<file path="config.mk">
export PLATFORM = sky130hd
export DESIGN_NAME = e1s_status_counters
export DESIGN_NICKNAME = d
export VERILOG_FILES = /design/src/verilog/e1s_pkg.sv /design/src/verilog/e1s_status_counters.sv
export VERILOG_INCLUDE_DIRS = /design/src /design/src/verilog
export SDC_FILE = /design/constraint.sdc
export NUM_CORES = 1
export LEC_CHECK = 0
export BUFFER_PORTS_ARGS = -buffer_cell sky130_fd_sc_hd__clkbuf_2
export CAP_MARGIN = 40
export CORE_MARGIN = 3
export CORE_UTILIZATION = 37
export DETAILED_ROUTE_END_ITERATION = 10
export PLACE_DENSITY_LB_ADDON = 0.25
export SLEW_MARGIN = 20
export SYNTH_ARGS = -nofsm -noshare
export SYNTH_HDL_FRONTEND = slang
export SYNTH_SLANG_ARGS = --single-unit
</file>
<file path="constraint.sdc">
create_clock -name CLK -period 3.01 [get_ports CLK]
set_clock_uncertainty 0.2 [all_clocks]
set_input_delay 0.301 -clock CLK [delete_from_list [all_inputs] [get_ports CLK]]
set_output_delay 0.301 -clock CLK [all_outputs]
set_load 0.03 [all_outputs]
</file>
<file path="src/verilog/e1s_regs.svh">
/*
 Register offsets, field positions, reset values and timing figures
 of the E1 status and error counter block.
 Assumes a 20 MHz system clock and an 8-bit host register port.
*/
`ifndef E1S_REGS_SVH
`define E1S_REGS_SVH

// ****************************************
// Register offsets
// ****************************************
`define E1S_ADR_VCNT_HI   8'h00
`define E1S_ADR_VCNT_LO   8'h01
`define E1S_ADR_FAS_CRC   8'h02
`define E1S_ADR_CRC_LO    8'h03
`define E1S_ADR_FAS_EB    8'h04
`define E1S_ADR_EB_LO     8'h05
`define E1S_ADR_ALM_STAT  8'h06
`define E1S_ADR_EVT_STAT  8'h07
`define E1S_ADR_ALM_MASK  8'h16
`define E1S_ADR_EVT_MASK  8'h17

// ****************************************
// Event status bit positions
// ****************************************
`define E1S_B_RMF    7
`define E1S_B_RAF    6
`define E1S_B_TMF    5
`define E1S_B_SEC    4
`define E1S_B_TAF    3
`define E1S_B_TX_CLOCK_LOSS_FLAG   2
`define E1S_B_RX_CRC_MULTIFRAME_FLAG   1
`define E1S_B_TX_SLIP_FLAG  0

// ****************************************
// Reset values
// ****************************************
`define E1S_MASK_RST  8'h00
`define E1S_STAT_RST  8'h00

// ****************************************
// Timing
// ****************************************
`define E1S_CLK_NS     50
`define E1S_TX_CLOCK_LOSS_FLAG_NS    3900
`define E1S_MF_US      2000
`define E1S_RX_HZ      2048000
`define E1S_FAST_DIV   16

`endif

</file>
<file path="src/verilog/e1s_pkg.sv">
/*
 Types of the E1 status and error counter block.
 Assumes the constants header is compiled alongside.
*/
`default_nettype none

package e1s_pkg;

	// Line side inputs, all from the line clock domains
	typedef struct packed {
		logic rx_mf;
		logic rx_align;
		logic tx_mf;
		logic tx_align;
		logic rx_crc_mf;
		logic tx_slip;
		logic rx_clk;
		logic tx_line_clock;
		logic bpv;
		logic hdb3_code;
		logic cv;
		logic crc_err;
		logic ebit_stb;
		logic ebit_val;
		logic fas_err;
		logic rx_sync_loss;
		logic fas_loss;
		logic crc_loss;
		logic cas_search;
	} e1s_line_t;

	// Control bits, synchronous to CLK
	typedef struct packed {
		logic interval_select_bit;
		logic violation_type_bit;
		logic rx_hdb3_enable_bit;
		logic clock_loss_pin_enable;
		logic crc4_enable;
	} e1s_cfg_t;

	typedef struct packed {
		logic [15:0] vc;
		logic [9:0]  crc;
		logic [9:0]  eb;
		logic [11:0] fas;
	} e1s_counts_t;

endpackage : e1s_pkg

`default_nettype wire

</file>
<file path="src/verilog/e1s_status_counters.sv">
/*
 Frame event flags, interrupt masking and four saturating error
 counters of an E1 framer, read over the 8-bit host port.
 Assumes the host port is synchronous to CLK; line inputs are
 asynchronous levels held for at least three CLK periods.
*/
`include "e1s_regs.svh"
`default_nettype none

// Functional notes
// - Receive multiframe flag sets at every receive multiframe boundary.
// - Receive align flag sets at the start of every align frame.
// - Transmit multiframe flag sets at every transmit multiframe boundary.
// - Transmit align flag sets at the start of every transmit align frame.
// - Interval flag every second of receive clock, or 62.5 ms when selected.
// - Clock-loss flag after 3.9 us without tx clock edges; pin when enabled.
// - CRC multiframe flag on boundaries, or every 2 ms with CRC-4 off.
// - Transmit slip flag on each transmit elastic store slip.
// - Mask at 0x16 gates alarm status bits; one enables.
// - Mask at 0x17 gates event status bits; one enables.
// - All four counts update at each interval boundary and then hold.
// - Every counter saturates, never rolls over.
// - 16-bit violation count, high byte at 0x00, low at 0x01.
// - Type bit zero counts bipolar violations, skipping HDB3 codewords when HDB3 receive is enabled.
// - Type bit one counts code violations.
// - Violation counter runs through sync loss, stops at 65535.
// - 10-bit CRC error count, bits 9:8 at 0x02, 7:0 at 0x03.
// - CRC and E-bit counters stop on FAS or CRC-4 sync loss.
// - E-bit counter increments on each received zero E-bit.
// - E-bit count bits 9:8 at 0x04, 7:0 at 0x05.
// - 12-bit FAS error counter, idle in sync loss or any search.
// - FAS bits 11:6 at 0x02 bits 7:2, bits 5:0 at 0x04 bits 7:2.
// - Status write refreshes only the bits written as one.
// - Interrupt pin low on unmasked event, released once its status bit is written as one.
// - Alarm interrupt on each change of alarm bits 3:0 and each rise of bits 7:4; a status write releases it.
module e1s_status_counters
	import e1s_pkg::*;
#(
	parameter int unsigned RX_TICKS_SEC = `E1S_RX_HZ,
	parameter int unsigned MF_CYCLES    = `E1S_MF_US * 1000 / `E1S_CLK_NS
) (
	input  wire logic        CLK,
	input  wire logic        SYS_RST,
	input  wire logic [7:0]  ADDR,
	input  wire logic [7:0]  WR_DATA,
	input  wire logic        WR_STB,
	input  wire logic        RD_STB,
	output var  logic [7:0]  RD_DATA,
	output var  logic        INT_N,
	output var  logic        TX_CLOCK_LOSS_FLAG_PIN,
	input  wire e1s_cfg_t    CFG,
	input  wire e1s_line_t   LINE_IN,
	input  wire logic [7:0]  ALARM_IN
);

	localparam logic [21:0] IVL_SEC  = 22'(RX_TICKS_SEC - 1);
	localparam logic [21:0] IVL_FAST = 22'(RX_TICKS_SEC / `E1S_FAST_DIV - 1);
	localparam logic [19:0] MF_LAST  = 20'(MF_CYCLES - 1);
	localparam int          TX_CLOCK_LOSS_FLAG_CYC = (`E1S_TX_CLOCK_LOSS_FLAG_NS + `E1S_CLK_NS - 1) / `E1S_CLK_NS;
	localparam logic [7:0]  TX_CLOCK_LOSS_FLAG_LIM = 8'(TX_CLOCK_LOSS_FLAG_CYC);

	function automatic logic [15:0] e1s_sat_inc(input logic [15:0] v, input logic [15:0] mx,
		input logic inc);
		return (inc && v != mx) ? 16'(v + 16'h0001) : v;
	endfunction : e1s_sat_inc

	// ****************************************
	// Synchronisers
	// ****************************************
	e1s_line_t  ln_s1_reg, ln_s2_reg, ln_s3_reg;
	logic [7:0] al_s1_reg, al_s2_reg, al_s3_reg;
	e1s_line_t  ln_rise;

	always_ff @(posedge CLK) begin
		if (SYS_RST) begin
			ln_s1_reg <= '0;
			ln_s2_reg <= '0;
			ln_s3_reg <= '0;
			al_s1_reg <= 8'h00;
			al_s2_reg <= 8'h00;
			al_s3_reg <= 8'h00;
		end else begin
			ln_s1_reg <= LINE_IN;
			ln_s2_reg <= ln_s1_reg;
			ln_s3_reg <= ln_s2_reg;
			al_s1_reg <= ALARM_IN;
			al_s2_reg <= al_s1_reg;
			al_s3_reg <= al_s2_reg;
		end
	end

	assign ln_rise = ln_s2_reg & ~ln_s3_reg;

	// ****************************************
	// Timers
	// ****************************************
	logic [21:0] ivl_cnt_reg, ivl_cnt_next;
	logic [19:0] mf_cnt_reg, mf_cnt_next;
	logic [7:0]  idle_reg, idle_next;
	logic        loss_reg, loss_next;
	logic        tick;
	logic        mf_auto;

	always_comb begin
		ivl_cnt_next = ivl_cnt_reg;
		tick = 1'b0;
		if (ln_rise.rx_clk) begin
			if (ivl_cnt_reg >= (CFG.interval_select_bit ? IVL_FAST : IVL_SEC)) begin
				ivl_cnt_next = 22'h000000;
				tick = 1'b1;
			end else begin
				ivl_cnt_next = 22'(ivl_cnt_reg + 22'h000001);
			end
		end
		mf_auto = (mf_cnt_reg == MF_LAST);
		mf_cnt_next = mf_auto ? 20'h00000 : 20'(mf_cnt_reg + 20'h00001);
		// Any edge of the synchronised tx clock restarts the idle count
		if (ln_s2_reg.tx_line_clock != ln_s3_reg.tx_line_clock) begin
			idle_next = 8'h00;
		end else if (idle_reg != TX_CLOCK_LOSS_FLAG_LIM) begin
			idle_next = 8'(idle_reg + 8'h01);
		end else begin
			idle_next = idle_reg;
		end
		loss_next = (idle_next == TX_CLOCK_LOSS_FLAG_LIM);
	end

	always_ff @(posedge CLK) begin
		if (SYS_RST) begin
			ivl_cnt_reg <= 22'h000000;
			mf_cnt_reg  <= 20'h00000;
			idle_reg    <= 8'h00;
			loss_reg    <= 1'b0;
		end else begin
			ivl_cnt_reg <= ivl_cnt_next;
			mf_cnt_reg  <= mf_cnt_next;
			idle_reg    <= idle_next;
			loss_reg    <= loss_next;
		end
	end

	// ****************************************
	// Status flags and interrupt
	// ****************************************
	logic [7:0] evt_set, alm_set;
	logic [7:0] evt_st_reg, evt_st_next, alm_st_reg, alm_st_next;
	logic [7:0] evt_rd_reg, evt_rd_next, alm_rd_reg, alm_rd_next;
	logic [7:0] evt_mask_reg, evt_mask_next, alm_mask_reg, alm_mask_next;
	logic [7:0] evt_clr, alm_clr;
	logic       int_n_next, tx_clock_loss_flag_next;

	always_comb begin
		evt_set = 8'h00;
		evt_set[`E1S_B_RMF]   = ln_rise.rx_mf;
		evt_set[`E1S_B_RAF]   = ln_rise.rx_align;
		evt_set[`E1S_B_TMF]   = ln_rise.tx_mf;
		evt_set[`E1S_B_SEC]   = tick;
		evt_set[`E1S_B_TAF]   = ln_rise.tx_align;
		evt_set[`E1S_B_TX_CLOCK_LOSS_FLAG]  = loss_next & ~loss_reg;
		evt_set[`E1S_B_RX_CRC_MULTIFRAME_FLAG]  = CFG.crc4_enable ? ln_rise.rx_crc_mf : mf_auto;
		evt_set[`E1S_B_TX_SLIP_FLAG] = ln_rise.tx_slip;
		// Upper half are events, lower half alarms that flag both edges
		alm_set = {al_s2_reg[7:4] & ~al_s3_reg[7:4], al_s2_reg[3:0] ^ al_s3_reg[3:0]};
		evt_clr = (WR_STB && ADDR == `E1S_ADR_EVT_STAT) ? WR_DATA : 8'h00;
		alm_clr = (WR_STB && ADDR == `E1S_ADR_ALM_STAT) ? WR_DATA : 8'h00;
		// Set wins over a clear in the same cycle
		evt_st_next = (evt_st_reg & ~evt_clr) | evt_set;
		alm_st_next = (alm_st_reg & ~alm_clr) | alm_set;
		evt_rd_next = (evt_rd_reg & ~evt_clr) | (evt_st_reg & evt_clr);
		alm_rd_next = (alm_rd_reg & ~alm_clr) | (alm_st_reg & alm_clr);
		alm_mask_next = (WR_STB && ADDR == `E1S_ADR_ALM_MASK) ? WR_DATA : alm_mask_reg;
		evt_mask_next = (WR_STB && ADDR == `E1S_ADR_EVT_MASK) ? WR_DATA : evt_mask_reg;
		int_n_next = ~|((alm_st_reg & alm_mask_reg) | (evt_st_reg & evt_mask_reg));
		tx_clock_loss_flag_next = loss_reg & CFG.clock_loss_pin_enable;
	end

	always_ff @(posedge CLK) begin
		if (SYS_RST) begin
			evt_st_reg   <= `E1S_STAT_RST;
			alm_st_reg   <= `E1S_STAT_RST;
			evt_rd_reg   <= `E1S_STAT_RST;
			alm_rd_reg   <= `E1S_STAT_RST;
			evt_mask_reg <= `E1S_MASK_RST;
			alm_mask_reg <= `E1S_MASK_RST;
			INT_N        <= 1'b1;
			TX_CLOCK_LOSS_FLAG_PIN     <= 1'b0;
		end else begin
			evt_st_reg   <= evt_st_next;
			alm_st_reg   <= alm_st_next;
			evt_rd_reg   <= evt_rd_next;
			alm_rd_reg   <= alm_rd_next;
			evt_mask_reg <= evt_mask_next;
			alm_mask_reg <= alm_mask_next;
			INT_N        <= int_n_next;
			TX_CLOCK_LOSS_FLAG_PIN     <= tx_clock_loss_flag_next;
		end
	end

	// ****************************************
	// Error counters
	// ****************************************
	e1s_counts_t acc_reg, acc_next, cnt_reg, cnt_next;
	logic        inc_vc, inc_crc, inc_eb, inc_fas;

	always_comb begin
		// Bipolar mode with HDB3 receive enabled skips violations that belong to a valid HDB3 codeword
		inc_vc = CFG.violation_type_bit ? ln_rise.cv :
			ln_rise.bpv & ~(CFG.rx_hdb3_enable_bit & ln_s2_reg.hdb3_code);
		inc_crc = ln_rise.crc_err & ~ln_s2_reg.fas_loss & ~ln_s2_reg.crc_loss;
		inc_eb = ln_rise.ebit_stb & ~ln_s2_reg.ebit_val
			& ~ln_s2_reg.fas_loss & ~ln_s2_reg.crc_loss;
		inc_fas = ln_rise.fas_err & ~ln_s2_reg.rx_sync_loss & ~ln_s2_reg.fas_loss
			& ~ln_s2_reg.cas_search & ~ln_s2_reg.crc_loss;
		acc_next = tick ? '0 : acc_reg;
		acc_next.vc  = e1s_sat_inc(acc_next.vc, 16'hffff, inc_vc);
		acc_next.crc = 10'(e1s_sat_inc({6'h00, acc_next.crc}, 16'h03ff, inc_crc));
		acc_next.eb  = 10'(e1s_sat_inc({6'h00, acc_next.eb}, 16'h03ff, inc_eb));
		acc_next.fas = 12'(e1s_sat_inc({4'h0, acc_next.fas}, 16'h0fff, inc_fas));
		cnt_next = tick ? acc_reg : cnt_reg;
	end

	always_ff @(posedge CLK) begin
		if (SYS_RST) begin
			acc_reg <= '0;
			cnt_reg <= '0;
		end else begin
			acc_reg <= acc_next;
			cnt_reg <= cnt_next;
		end
	end

	// ****************************************
	// Host read port
	// ****************************************
	logic [7:0] rd_next;

	always_comb begin
		unique case (ADDR)
			`E1S_ADR_VCNT_HI:  rd_next = cnt_reg.vc[15:8];
			`E1S_ADR_VCNT_LO:  rd_next = cnt_reg.vc[7:0];
			`E1S_ADR_FAS_CRC:  rd_next = {cnt_reg.fas[11:6], cnt_reg.crc[9:8]};
			`E1S_ADR_CRC_LO:   rd_next = cnt_reg.crc[7:0];
			`E1S_ADR_FAS_EB:   rd_next = {cnt_reg.fas[5:0], cnt_reg.eb[9:8]};
			`E1S_ADR_EB_LO:    rd_next = cnt_reg.eb[7:0];
			`E1S_ADR_ALM_STAT: rd_next = alm_rd_reg;
			`E1S_ADR_EVT_STAT: rd_next = evt_rd_reg;
			`E1S_ADR_ALM_MASK: rd_next = alm_mask_reg;
			`E1S_ADR_EVT_MASK: rd_next = evt_mask_reg;
			default:           rd_next = 8'h00;
		endcase
		if (!RD_STB) begin
			rd_next = RD_DATA;
		end
	end

	always_ff @(posedge CLK) begin
		if (SYS_RST) begin
			RD_DATA <= 8'h00;
		end else begin
			RD_DATA <= rd_next;
		end
	end
endmodule : e1s_status_counters

`default_nettype wire

</file>
=== Yosys cells after proc, flatten, opt, wreduce, memory -nomap -nowiden ===
Cells that the tools add are included.
Widths: inputs -> output; s select.

* Register bits after elaboration: 286
* Input bits: 52
* Output and inout bits: 10

* Add/sub/neg operators: 7
* $lt $le $gt $ge: 1
* Equal/unequal tests: 17
* Muxes and demuxes: 16
* Bitwise logic cells: 40
* Reduce and logical (&&, ||, !) cells: 12

{| class="wikitable"
|+ Operators with widths
! kind !! count
|-
| $pmux 8 s10 || 1
|-
| $and 8x8->8 || 8
|-
| $mux 48 || 1
|-
| $or 8x8->8 || 5
|-
| $eq 8x3->1 const B || 4
|-
| $mux 8 || 4
|-
| $add 22x1->22 const B || 1
|-
| $ge 22x21->1 || 1
|-
| $mux 22 || 1
|-
| $mux 21 || 1
|-
| $add 10x1->10 const B || 2
|-
| $add 20x1->20 const B || 1
|-
| $eq 20x16->1 const B || 1
|-
| $mux 10 || 2
|-
| $ne 10x10->1 const B || 2
|-
| $and 19x19->19 || 1
|-
| $not 19->19 || 1
|-
| $add 16x1->16 const B || 1
|-
| $eq 8x2->1 const B || 2
|-
| $eq 8x5->1 const B || 2
|-
| $mux 16 || 1
|-
| $ne 16x16->1 const B || 1
|-
| $not 8->8 || 2
|-
| $and 1x1->1 || 13
|-
| 18 further kinds || 34
|}

=== Longest topological paths before layout ===
* Depth in word-level cells: 8
* Gate-level depth with buffers: 15
* Mapped depth without buffers: 13

=== Worst setup path before layout ===
OpenSTA, ideal clock, no wires.

* Path type: register to register
* Start: reg ivl_cnt_reg[20]
* End: reg acc_reg[3] in the netlist's numbering
* Library setup time: 0.117 ns
* Arrival time: 2.785 ns
* Data required time: 2.693 ns
* Slack: -0.092 ns
* Stages on the path, launching flop included: 13
* Path buffers: 1
* Clock period less this slack: 3.102 ns
* Cell sequence: dfxtp_1 -> ha_1 -> nand3_1 -> nand3_1 -> o31ai_2 -> clkbuf_1 -> and3_1 -> ha_1 -> nand2_1 -> nor4_1 -> or3_1 -> xor2_1 -> nor2_1

* Longest elaborated chain between the ends: 7
* Elaborated cells on any way between the ends: 8

{| class="wikitable"
|+ Ends and longest elaborated chain
! what !! RTL line !! RTL
|-
| start, declared || e1s_status_counters.sv:97 || <nowiki>logic [21:0] ivl_cnt_reg, ivl_cnt_next;</nowiki>
|-
| start signal, assigned || e1s_status_counters.sv:135 || <nowiki>ivl_cnt_reg <= ivl_cnt_next;</nowiki>
|-
| $ge 22x21->1 (*) || e1s_status_counters.sv:108 || <nowiki>if (ivl_cnt_reg >= (CFG.interval_select_bit ? IVL_FAST : IVL_SEC)) begin</nowiki>
|-
| $mux 1 (*) || e1s_status_counters.sv:108 ||
|-
| $mux 1 (*) || e1s_status_counters.sv:107 || <nowiki>if (ln_rise.rx_clk) begin</nowiki>
|-
| $mux 48 (*) || e1s_status_counters.sv:214 || <nowiki>acc_next = tick ? '0 : acc_reg;</nowiki>
|-
| parallel branches: the longest is 2 deep, another holds $add 12x1->12 || -- ||
|-
| $mux 12 (*) || e1s_status_counters.sv:64 || <nowiki>return (inc && v != mx) ? 16'(v + 16'h0001) : v;</nowiki>
|-
| end signal, assigned || e1s_status_counters.sv:227 || <nowiki>acc_reg <= acc_next;</nowiki>
|-
| end, declared || e1s_status_counters.sv:202 || <nowiki>e1s_counts_t acc_reg, acc_next, cnt_reg, cnt_next;</nowiki>
|}

Mark *: on every way between the ends.
A chain may end at the register's enable or synchronous reset.

=== Worst setup path in the final report ===
* Start: reg ivl_cnt_reg[15]
* End: reg acc_reg[22] in the netlist's numbering

* Longest elaborated chain between the ends: 7
* Elaborated cells on any way between the ends: 8

{| class="wikitable"
|+ Ends and longest elaborated chain
! what !! RTL line
|-
| $ge 22x21->1 (*) || e1s_status_counters.sv:108
|-
| $mux 1 (*) || e1s_status_counters.sv:108
|-
| $mux 1 (*) || e1s_status_counters.sv:107
|-
| $mux 48 (*) || e1s_status_counters.sv:214
|-
| parallel branches: the longest is 2 deep, another holds $add 10x1->10 || --
|-
| $mux 10 (*) || e1s_status_counters.sv:64
|}

Marked as above.

==> run_results.csv <==
group,metric,value,unit
status,status,"completed",
worst_setup_path,critical-path-top-delay-family,"compound AO/OA/AOI/OAI gates",
synth,synth_common_cells,"280 x dfxtp_1, 131 x nor2_1, 110 x nand3_1",
synth,ys_seq_area_share,47.8,%
timing,post-route-period-util,96.3,%
layout,area_growth,22.0,%
routing,top_layer_used,"met4",
timing,slew_headroom,40.0,%
synth,synth_nets,1386,
worst_setup_path,critPathMaxFanout,4,
place,port-buffer-count,61,
synth,syn_area,0.0117,mm²
die,design.die.area,0.0339,mm²
place,pre_cts_ws,-0.240,ns
routing,via_count,9656,
place,dp_cells,1744,
layout,final_nets,1490,
die,start_util,38.0,%
worst_setup_path,critPathMaxStageDelay,0.36,ns
routing,met1_length,13.6,mm
routing,drc_errors,0,
place,gp_congestion,0.834,
timing,worst_pin_slew,0.899,ns
layout,final_layout_size_suffix_gt1_share,14.7,%
die,die_h,184,µm
routing,wl,28.1,mm
layout,fin_util,46.3,%
global_routing,antenna_found_initial,0,
die,die_w,184,µm
synth,synth-edff-count,0,
worst_setup_path,crit_top_cell,"ha_4",
clocking,cts_tree,"yes",
timing,finalHoldViolCount,0,
routing,viasPerCell,5.24,
worst_hold_path,hold_path.class,"in -> reg",
synth,synth_seq_cells,280,
clocking,cts.sinks,280,
die,ioPinCount,62,
timing,fin_tns_setup,0,ns
worst_setup_path,worstPathRequired,3.20,ns
clocking,clk_latency,0.55,ns
synth,synth_area_leader_cell,"dfxtp_1",
die,num_rows,64,
die,coreArea,0.0309,mm²
synth,yosysWarningCount,0,
worst_setup_path,critPathSlowestCell,"dfxtp_4",
synth,synthArstFlopShare,0,%
synth,synth.most_common_cell,"dfxtp_1",
global_routing,grt_use_total,16.2,%
clocking,cts_buffer_depth,3,
worst_setup_path,crit_path_cell_trace,"ha_4 -> a21oi_2 -> o21bai_2 -> o31ai_4 -> buf_6 -> and3_4 -> ha_4 -> nand2_4 -> nor4_4 -> buf_4 -> nor2_2 -> o31ai_1 -> a21oi_1",
synth,ys.flop_type,"dfxtp_1",
routing,ant_nets,0,
layout,diodes,0,
synth,synth.avg_cell_area,8.90,µm²
timing,postLayoutSetupSlackWorst,0.111,ns
worst_setup_path,worst-setup-path-type,"reg -> reg",
clocking,htree_levels,1,
timing,finalSetupViolations,0,
clocking,cts-root-buf,"clkbuf_16",
global_routing,grt_max_degree,187,
global_routing,grt_pass1_vias,9211,
routing,met2_length,12.6,mm
routing,wl_met3,1.16,mm
place,post-dp-hpwl,18.5,mm
global_routing,grt-ovfl-total,0,
routing,drt-initial-drc-count,673,
power,p_per_area,570,mW/mm²
timing,min_period,2.90,ns
synth,synth.top_cells.by_area,"dfxtp_1 48%, nor2b_1 4.8%, nand3_1 4.7%, a21oi_1 4.6%, nor2_1 4.2%",
clocking,path_clk_slew,0.06,ns
power,ir_drop,0.405,mV
worst_setup_path,crit_buf_inv,2,
power,p_leak,5.16,nW
worst_setup_path,crit_path_start_kind,"flip-flop",
synth,postSynthCellCount,1319,
synth,synthDistinctLibCells,75,
global_routing,grt_pass1_wl,46.1,mm
worst_setup_path,cp-end-kind,"flip-flop",
synth,synth_top_cell_area_share,47.8,%
routing,firstDrtPassIters,5,
routing,wl_per_cell,15.3,µm
timing,clock.fmax,345,MHz
timing,drv_slew,0,
power,power,8.16,mW
job,cap_violations,0,
layout,layout.cells.non_filler,1843,
clocking,cts_buffers,31,
layout,fill_cells,3016,
worst_setup_path,cp.arrival,3.09,ns
==> worst paths after layout <==
check	cells after the start	start	to	slack, ns
max	13	ivl_cnt_reg[15]	acc_reg[22]	0.11
min	4	CFG[0]	evt_st_reg[1]	0.04
max reg2reg	13	ivl_cnt_reg[15]	acc_reg[22]	0.11
min reg2reg	1	ln_s1_reg[14]	ln_s2_reg[14]	0.23
==> power breakdown <==
| part | total, mW | internal, mW | leakage, nW | switching, mW |
|---|---|---|---|---|
| Combinational | 0.331 | 0.147 | 2.35 | 0.184 |
| Clock | 4.03 | 2.50 | 0.542 | 1.53 |
| Sequential | 3.81 | 3.77 | 2.27 | 0.0381 |
==> tightest hold or removal path: stages <==
cell      delay, ns
clkbuf_2       0.09
o21ai_0        0.06
o21ai_0        0.18
a21oi_1        0.10
==> placed cells by master (no fill, tap or decap), types with 7 or more instances in the layout <==
cell / netlist / layout
o21ai_0: 55 / 55
o21ai_1: 9 / 9
nand2b_1: 11 / 10
ha_1: 15 / 11
inv_1: 24 / 24
a211oi_1: 7 / 7
clkbuf_16: 0 / 31
clkbuf_2: 1 / 60
xnor2_1: 46 / 46
nor2b_1: 91 / 90
a21oi_1: 109 / 108
and3_1: 16 / 14
nor3_1: 37 / 33
nand4_1: 24 / 24
a22oi_1: 8 / 8
clkbuf_8: 0 / 7
buf_4: 0 / 39
or4_1: 8 / 8
mux2i_1: 38 / 38
a31oi_1: 8 / 8
xor2_1: 22 / 22
nor2_1: 131 / 129
a221oi_1: 7 / 7
dlygate4sd3_1: 0 / 38
nand2_1: 84 / 81
nand3_1: 110 / 106
dfxtp_1: 280 / 277
o31ai_1: 12 / 11
==> cell families after synthesis <==
logic type | Yosys count | share of synthesized area (%)
buffers and inverters | 97 | 3.51
xor gates and xnor gates | 68 | 5.07
muxes | 43 | 4.10
and+or+nand+nor | 561 | 24.8
AOI/OAI and AO/OA | 255 | 13.1
adders and majority gates | 15 | 1.60
DFF | 280 | 47.8
==> what timing repair did <==
action,4_1_cts,5_1_grt
setup buffers,0,4
setup endpoints to repair,2,28
gates resized for setup,5,32
pin swaps,2,11
endpoints found under the hold margin,84,0
hold buffers,38,0
==> stage by stage <==
step,area (µm²),hold WS [ns]
2_1_floorplan,11800,0.210
3_3_place_gp,12600,0.217
5_1_grt,14300,0.0458
4_1_cts,14100,0.00149
3_5_place_dp,12600,0.220
6_report,14300,0.0375
==> layer usage <==
metal	global-route usage, %	vias to the layer above
li1	-	4870
met1	22.2	4554
met2	26.5	181
met3	2.35	51
met4	4.96	0
met5	0	-
==> cell type report <==
| type | instances | area (µm²) | share of cell area [%] |
|---|---|---|---|
| clock buffers | 42 | 887 | 6.19 |
| clock inverters | 15 | 220 | 1.54 |
| inverters | 25 | 93.8 | 0.655 |
| multi-input cells | 942 | 5940 | 41.5 |
| flip-flops and latches | 280 | 5610 | 39.2 |
| well taps | 396 | 495 | 3.46 |
| repair buffers | 143 | 1080 | 7.51 |
(Power assumes the default switching activity.)
